<file path="src/rtl/scmc_map.svh">
// Register offsets, field positions and reset values of the clock controller
`ifndef SCMC_MAP_SVH
`define SCMC_MAP_SVH

`define SCMC_ADR_W 8
`define SCMC_OFS_SYS_MODE 8'h00
`define SCMC_OFS_PCLK_EN 8'h04
`define SCMC_OFS_SLEEP 8'h08
`define SCMC_OFS_STATUS 8'h0c

`define SCMC_SYS_MODE_RST 8'h00
`define SCMC_PCLK_EN_RST 8'h00
`define SCMC_SLEEP_RST 8'h00

`define SCMC_MODE_LSB 0
`define SCMC_MODE_MSB 1
`define SCMC_CDIV_LSB 2
`define SCMC_CDIV_MSB 3
`define SCMC_PCLK_EN_BIT 0
`define SCMC_SLEEP_BIT 0

`define SCMC_MODE_MAIN 2'b00
`define SCMC_MODE_SUB 2'b10
`define SCMC_MODE_SUB_OFF 2'b11

`define SCMC_TAP_DIV2 4'h1
`define SCMC_TAP_DIV8 4'h3
`define SCMC_TAP_DIV16 4'h4
`define SCMC_TAP_DIV64 4'h6
`define SCMC_NTAP 11

`endif

</file>
<file path="src/rtl/scmc_pkg.sv">
// Types shared by the clock mode controller files
package scmc_pkg;

  typedef enum logic [2:0] {
    SCMC_RUN = 3'b001,
    SCMC_SLEEP = 3'b010,
    SCMC_STOP = 3'b100
  } scmc_mode_t;

  typedef struct packed {
    scmc_mode_t mode;
    logic [7:0] sys_mode;
    logic pclk_en;
    logic sleep_bit;
    logic ack;
    logic [31:0] rdata;
    logic cpu_tick;
    logic [10:0] periph_tick;
    logic main_osc_run;
    logic cpu_halt;
    logic ec_prev;
  } scmc_state_t;

  typedef struct packed {
    logic [9:0] cnt;
  } scmc_div_state_t;

endpackage : scmc_pkg

</file>
<file path="src/rtl/scmc_top.sv">
// System clock mode controller with Wishbone register access
`timescale 1ns/10ps
`default_nettype none
`include "scmc_map.svh"

module scmc_top (
  input wire logic core_clk,
  input wire logic srst,
  input wire logic wb_cyc_i,
  input wire logic wb_stb_i,
  input wire logic wb_we_i,
  input wire logic [`SCMC_ADR_W-1:0] wb_adr_i,
  input wire logic [31:0] wb_dat_i,
  input wire logic [3:0] wb_sel_i,
  output logic [31:0] wb_dat_o,
  output logic wb_ack_o,
  input wire logic main_osc_tick,
  input wire logic sub_osc_tick,
  input wire logic stop_instr,
  input wire logic irq_any,
  input wire logic key_scan_irq,
  input wire logic watch_timer_irq,
  input wire logic ext_irq,
  input wire logic event_count_pin_n,
  output logic cpu_tick,
  output logic [`SCMC_NTAP-1:0] periph_tick,
  output logic main_osc_run,
  output logic cpu_halt
);

  scmc_pkg::scmc_state_t st;
  scmc_pkg::scmc_state_t next_st;
  logic [`SCMC_NTAP-1:0] taps;
  logic src_sub;
  logic src_tick;
  logic req;
  logic wr;
  logic [1:0] mode_bits;
  logic [3:0] cpu_tap;
  logic stop_wake;

  // Oscillator selection from mode bits
  assign mode_bits = st.sys_mode[`SCMC_MODE_MSB:`SCMC_MODE_LSB];
  assign src_sub = mode_bits[1];
  assign src_tick = src_sub ? sub_osc_tick : main_osc_tick;
  assign req = wb_cyc_i & wb_stb_i & ~st.ack;
  assign wr = req & wb_we_i & wb_sel_i[0];
  assign stop_wake = key_scan_irq | watch_timer_irq | ext_irq |
    (st.ec_prev & ~event_count_pin_n);

  // CPU divider tap select
  always_comb begin
    case (st.sys_mode[`SCMC_CDIV_MSB:`SCMC_CDIV_LSB])
      2'b00: cpu_tap = `SCMC_TAP_DIV2;
      2'b01: cpu_tap = `SCMC_TAP_DIV8;
      2'b10: cpu_tap = `SCMC_TAP_DIV16;
      2'b11: cpu_tap = `SCMC_TAP_DIV64;
      default: cpu_tap = `SCMC_TAP_DIV2;
    endcase
  end

  // Shared prescaler; keeps counting across a source switch
  scmc_div u_div (
    .core_clk(core_clk),
    .srst(srst),
    .tick(src_tick),
    .taps(taps)
  );

  // Next state: bus, registers, power mode and tick outputs
  always_comb begin
    next_st = st;
    next_st.ack = req;
    next_st.ec_prev = event_count_pin_n;
    if (req && !wb_we_i) begin
      case (wb_adr_i)
        `SCMC_OFS_SYS_MODE: next_st.rdata = {24'h000000, st.sys_mode};
        `SCMC_OFS_PCLK_EN: next_st.rdata = {31'h0, st.pclk_en};
        `SCMC_OFS_SLEEP: next_st.rdata = {31'h0, st.sleep_bit};
        `SCMC_OFS_STATUS: next_st.rdata = {26'h0, src_sub,
          st.main_osc_run, 1'b0, st.mode};
        default: next_st.rdata = 32'h00000000;
      endcase
    end
    if (wr) begin
      case (wb_adr_i)
        `SCMC_OFS_SYS_MODE: next_st.sys_mode = wb_dat_i[7:0];
        `SCMC_OFS_PCLK_EN: next_st.pclk_en =
          wb_dat_i[`SCMC_PCLK_EN_BIT];
        `SCMC_OFS_SLEEP: next_st.sleep_bit = wb_dat_i[`SCMC_SLEEP_BIT];
        default: next_st.sleep_bit = st.sleep_bit;
      endcase
    end
    // Power mode sequencing
    case (st.mode)
      scmc_pkg::SCMC_RUN: begin
        if (stop_instr) begin
          next_st.mode = scmc_pkg::SCMC_STOP;
        end else if (st.sleep_bit) begin
          next_st.mode = scmc_pkg::SCMC_SLEEP;
        end
      end
      scmc_pkg::SCMC_SLEEP: begin
        if (irq_any) begin
          next_st.mode = scmc_pkg::SCMC_RUN;
          // A sleep write in the wake cycle wins over the clear
          if (!(wr && wb_adr_i == `SCMC_OFS_SLEEP)) begin
            next_st.sleep_bit = 1'b0;
          end
        end
      end
      scmc_pkg::SCMC_STOP: begin
        if (stop_wake) begin
          next_st.mode = scmc_pkg::SCMC_RUN;
        end
      end
      default: next_st.mode = scmc_pkg::SCMC_RUN;
    endcase
    // Main oscillator stops in 11 or in STOP; 10 restarts it
    next_st.main_osc_run = (mode_bits != `SCMC_MODE_SUB_OFF) &&
      (st.mode != scmc_pkg::SCMC_STOP);
    next_st.cpu_halt = (st.mode != scmc_pkg::SCMC_RUN);
    // CPU tick only in run; switch does not pause it
    next_st.cpu_tick = (st.mode == scmc_pkg::SCMC_RUN) &
      taps[cpu_tap];
    // Peripheral taps gated by enable, held off in STOP
    next_st.periph_tick = (st.pclk_en &&
      st.mode != scmc_pkg::SCMC_STOP) ? taps :
      {`SCMC_NTAP{1'b0}};
  end

  // State register; reset lands in main-clock run mode
  always_ff @(posedge core_clk) begin
    if (srst) begin
      st <= '0;
      st.mode <= scmc_pkg::SCMC_RUN;
      st.sys_mode <= `SCMC_SYS_MODE_RST;
      st.pclk_en <= 1'b0;
      st.sleep_bit <= 1'b0;
      st.main_osc_run <= 1'b1;
      st.ec_prev <= 1'b1;
    end else begin
      st <= next_st;
    end
  end

  // Outputs straight from the state register
  assign wb_dat_o = st.rdata;
  assign wb_ack_o = st.ack;
  assign cpu_tick = st.cpu_tick;
  assign periph_tick = st.periph_tick;
  assign main_osc_run = st.main_osc_run;
  assign cpu_halt = st.cpu_halt;
endmodule : scmc_top
`default_nettype wire

</file>
<file path="src/rtl/scmc_div.sv">
// Power-of-two prescaler producing tick taps from 1 to 1024
`timescale 1ns/10ps
`default_nettype none
`include "scmc_map.svh"

module scmc_div (
  input wire logic core_clk,
  input wire logic srst,
  input wire logic tick,
  output logic [`SCMC_NTAP-1:0] taps
);

  scmc_pkg::scmc_div_state_t st;
  scmc_pkg::scmc_div_state_t next_st;

  // Count source ticks
  always_comb begin
    next_st = st;
    if (tick) begin
      next_st.cnt = st.cnt + 10'h001;
    end
  end

  always_ff @(posedge core_clk) begin
    if (srst) begin
      st <= '0;
    end else begin
      st <= next_st;
    end
  end

  // Tap k pulses once every 2^k source ticks
  assign taps[0] = tick;
  genvar k;
  generate
    for (k = 1; k < `SCMC_NTAP; k++) begin : g_tap
      assign taps[k] = tick & (&st.cnt[k-1:0]);
    end
  endgenerate

endmodule : scmc_div
`default_nettype wire

</file>
<file path="config.mk">
export PLATFORM = sky130hd
export DESIGN_NAME = scmc_top
export DESIGN_NICKNAME = d
export VERILOG_FILES = /design/src/rtl/scmc_pkg.sv /design/src/rtl/scmc_top.sv /design/src/rtl/scmc_div.sv
export VERILOG_INCLUDE_DIRS = /design/src /design/src/rtl
export SDC_FILE = /design/constraint.sdc
export NUM_CORES = 1
export LEC_CHECK = 0
export BUFFER_PORTS_ARGS = -buffer_cell sky130_fd_sc_hd__buf_2
export CORE_ASPECT_RATIO = 1.2
export CORE_UTILIZATION = 41
export CTS_CLUSTER_DIAMETER = 60
export DETAILED_ROUTE_END_ITERATION = 6
export PLACE_DENSITY = 0.71
export SLEW_MARGIN = 20
export SYNTH_ARGS = -nofsm -noshare
export SYNTH_HDL_FRONTEND = slang
export SYNTH_SLANG_ARGS = --single-unit
</file>
<file path="constraint.sdc">
create_clock -name core_clk -period 1.9 [get_ports core_clk]
set_input_delay 0.38 -clock core_clk [delete_from_list [all_inputs] [get_ports core_clk]]
set_output_delay 0.38 -clock core_clk [all_outputs]
set_load 0.01 [all_outputs]
</file>
==> impl_metrics.ini <==
[outcome]
outcome = complete, no violations

[clock_network]
clock_latency_ns = 0.30
cts_tree = done
path_clk_slew_ns = 0.09
clk_root_buffer_cell = clkbuf_8
cts_max_level = 2
cts.sinks = 47
cts_hold_buffers = 0
cts_made_buffers = 5
cts_resized = 0
postCtsSetupRepairBufs = 0
cts.path.max_buffers = 2

[logic_synthesis]
ys.flop_type = dfxtp_1
yosysUniqueCellTypes = 46
async_flop_share_pct = 0
syn_area_um2 = 2410
yosysWarnings = 0
synth_area_per_cell_um2 = 9.52
yosysSeqAreaShare_pct = 39.1
syn_inst = 253
synth_edf_count = 0
ys_ff_latch = 47

[finish]
layout_commonest_cell = buf_2
final_cell_mix = 52 x buf_2, 47 x dfxtp_1, 24 x conb_1
layout.nets = 352
fill_cells = 559
n_antenna_cell = 0
utilization_pct = 46.5
layout-drive-gt1-share_pct = 27.4
syn_to_final_growth_pct = 9.51

[placement]
post-place-ws_ns = 0.203
io_buffers = 52
dp.final_hpwl_mm = 3.21
finalWeightedCongestion = 0.822

[pwr]
peakVddDrop_mv = 0.410
p_leak_nw = 1.15
p_int_mw = 1.35
power_density_nw_per_um2 = 693
power.switching_uw = 475
pwr-share-clk_pct = 33.7
power.share.sequential_pct = 55.7
sw_frac_of_total_pct = 26.0
p_comb_share_pct = 10.6

[worst_setup_path]
critPathArrivalTime_ns = 1.90
worstSetupPathType = reg -> reg
cp-startpoint = u_div.st[0]
path_max_fanout = 5
crit_required_ns = 2.10
r2r_start = u_div.st[0]
crit_path_end_kind = register
startpoint_type = register

[routing]
m1WireLength_mm = 1.84
wl_met2_mm = 2.15
avgRoutedWirePerCell_um = 11.5
drc = 0
viasPerCell = 4.72
wl_met3_um = 219
vias = 1757
finalWirelength_mm = 4.29
dr.pass1.iters = 4
drtIter0Drc = 66
drtAntennaViolNets = 0
top_layer = met4

[timing]
final_max_slew_viol_count = 0
fmax_ghz = 0.586
rsz0062_at_grt = no
setup_ws_ns = 0.194
setup-violations-final = 0
finalClockSkew_ns = 0.00778
hold_viol_final = 0
post-route-period-util_pct = 89.8
min_period_ns = 1.71
timing.setup.tns_ns = 0

[hold_path]
worstHoldStart = event_count_pin_n
hp-class = in -> reg

[floorplan]
die_area_um2 = 6180
die_h_um = 85.9
core_area_um2 = 5670
pin_count = 104
row_count = 30
dieWidth_um = 72.0
start_util_pct = 42.5

[global_route]
overflow = 0
grt_pass1_vias = 1572
antenna_found_initial = 0
grt_util_all_layers_pct = 14.3
grt_pass1_wl_mm = 6.91
grt_max_degree = 24

[job]
drv_cap = 0
[kinds of logic (layout without fill, tap and decap cells)]
| family | after synthesis | in the layout | share of synthesized area, % |
|---|---|---|---|
| adder cells (fa/ha/maj) | 4 | 4 | 2.08 |
| AND/OR/NAND/NOR | 92 | 92 | 25.2 |
| buffers and inverters | 58 | 74 | 16.3 |
| multiplexers | 19 | 19 | 8.58 |
| other | 1 | 24 | 0.156 |
| XOR/XNOR | 1 | 1 | 0.364 |
| flip-flops | 47 | 47 | 39.1 |
| AO/OA/AOI/OAI | 31 | 31 | 8.32 |
[worst max-delay path, cell delays in order, from the launching register on]
cell	delay, ns
dfxtp_1	0.41
ha_1	0.24
inv_1	0.09
or2_1	0.32
nor2_1	0.14
ha_1	0.23
mux2i_1	0.12
nor2_1	0.05
[routing by layer]
layer / vias to the layer above / global-route usage, %
met2: 57 / 24.6
met4: 0 / 6.06
met1: 800 / 16.5
met5: - / 0
met3: 8 / 4.00
li1: 892 / -
[cells in the mapped netlist, types with 5 or more instances]
master	n	area, µm²
inv_1	5	18.8
and2_1	5	31.3
nand2b_1	22	138
nor2_1	17	63.8
buf_4	46	345
dfxtp_1	47	941
nand2_1	5	18.8
o21ai_0	7	35.0
clkbuf_1	5	18.8
nand4_1	7	43.8
a21oi_1	9	45.0
mux2i_1	15	150
[power groups by stage]
stage / Combinational (mW) / Sequential [mW] / Clock [mW]
3_5_place_dp: 0.193 / 1.04 / 0
4_1_cts: 0.194 / 1.02 / 0.628
6_report: 0.194 / 1.02 / 0.614
3_3_place_gp: 0.190 / 1.04 / 0
2_1_floorplan: 0.149 / 1.04 / 0
5_1_grt: 0.216 / 1.02 / 0.673
[flip-flops by register name (all words and copies together) (netlist names)]
register	flops
main_osc_run	1
wb_ack_o	1
cpu_halt	1
st	12
cpu_tick	1
u_div.st	10
periph_tick	11
mode_bits	2
wb_dat_o	8
[final cells by class]
type	count	area (µm²)	share of cell area (%)
multi-input combinational	171	1160	44.0
sequential	47	941	35.7
timing repair buffer	60	320	12.1
tap	80	100	3.80
clock buffer	5	68.8	2.61
clock inverter	3	22.5	0.854
inverter	6	22.5	0.854
[path summary, 6_finish.rpt]
kind	slack, ns	cells after the start	end
setup / recovery	0.19	7	u_div.st[8]
hold / removal	0.27	2	st[0]
setup reg to reg	0.19	7	u_div.st[8]
hold reg to reg	0.48	2	wb_dat_o[7]
[metrics by stage]
| stage | hold slack [ns] | std cells | area [µm²] | total power [mW] |
|---|---|---|---|---|
| 3_5_place_dp | 0.465 | 364 | 2540 | 1.23 |
| 2_1_floorplan | 0.449 | 276 | 2490 | 1.19 |
| 4_1_cts | 0.267 | 372 | 2640 | 1.84 |
| 3_3_place_gp | 0.461 | 364 | 2540 | 1.23 |
| 5_1_grt | 0.267 | 372 | 2640 | 1.91 |
| 6_report | 0.272 | 372 | 2640 | 1.83 |
Power figures use the tool's default switching activity.
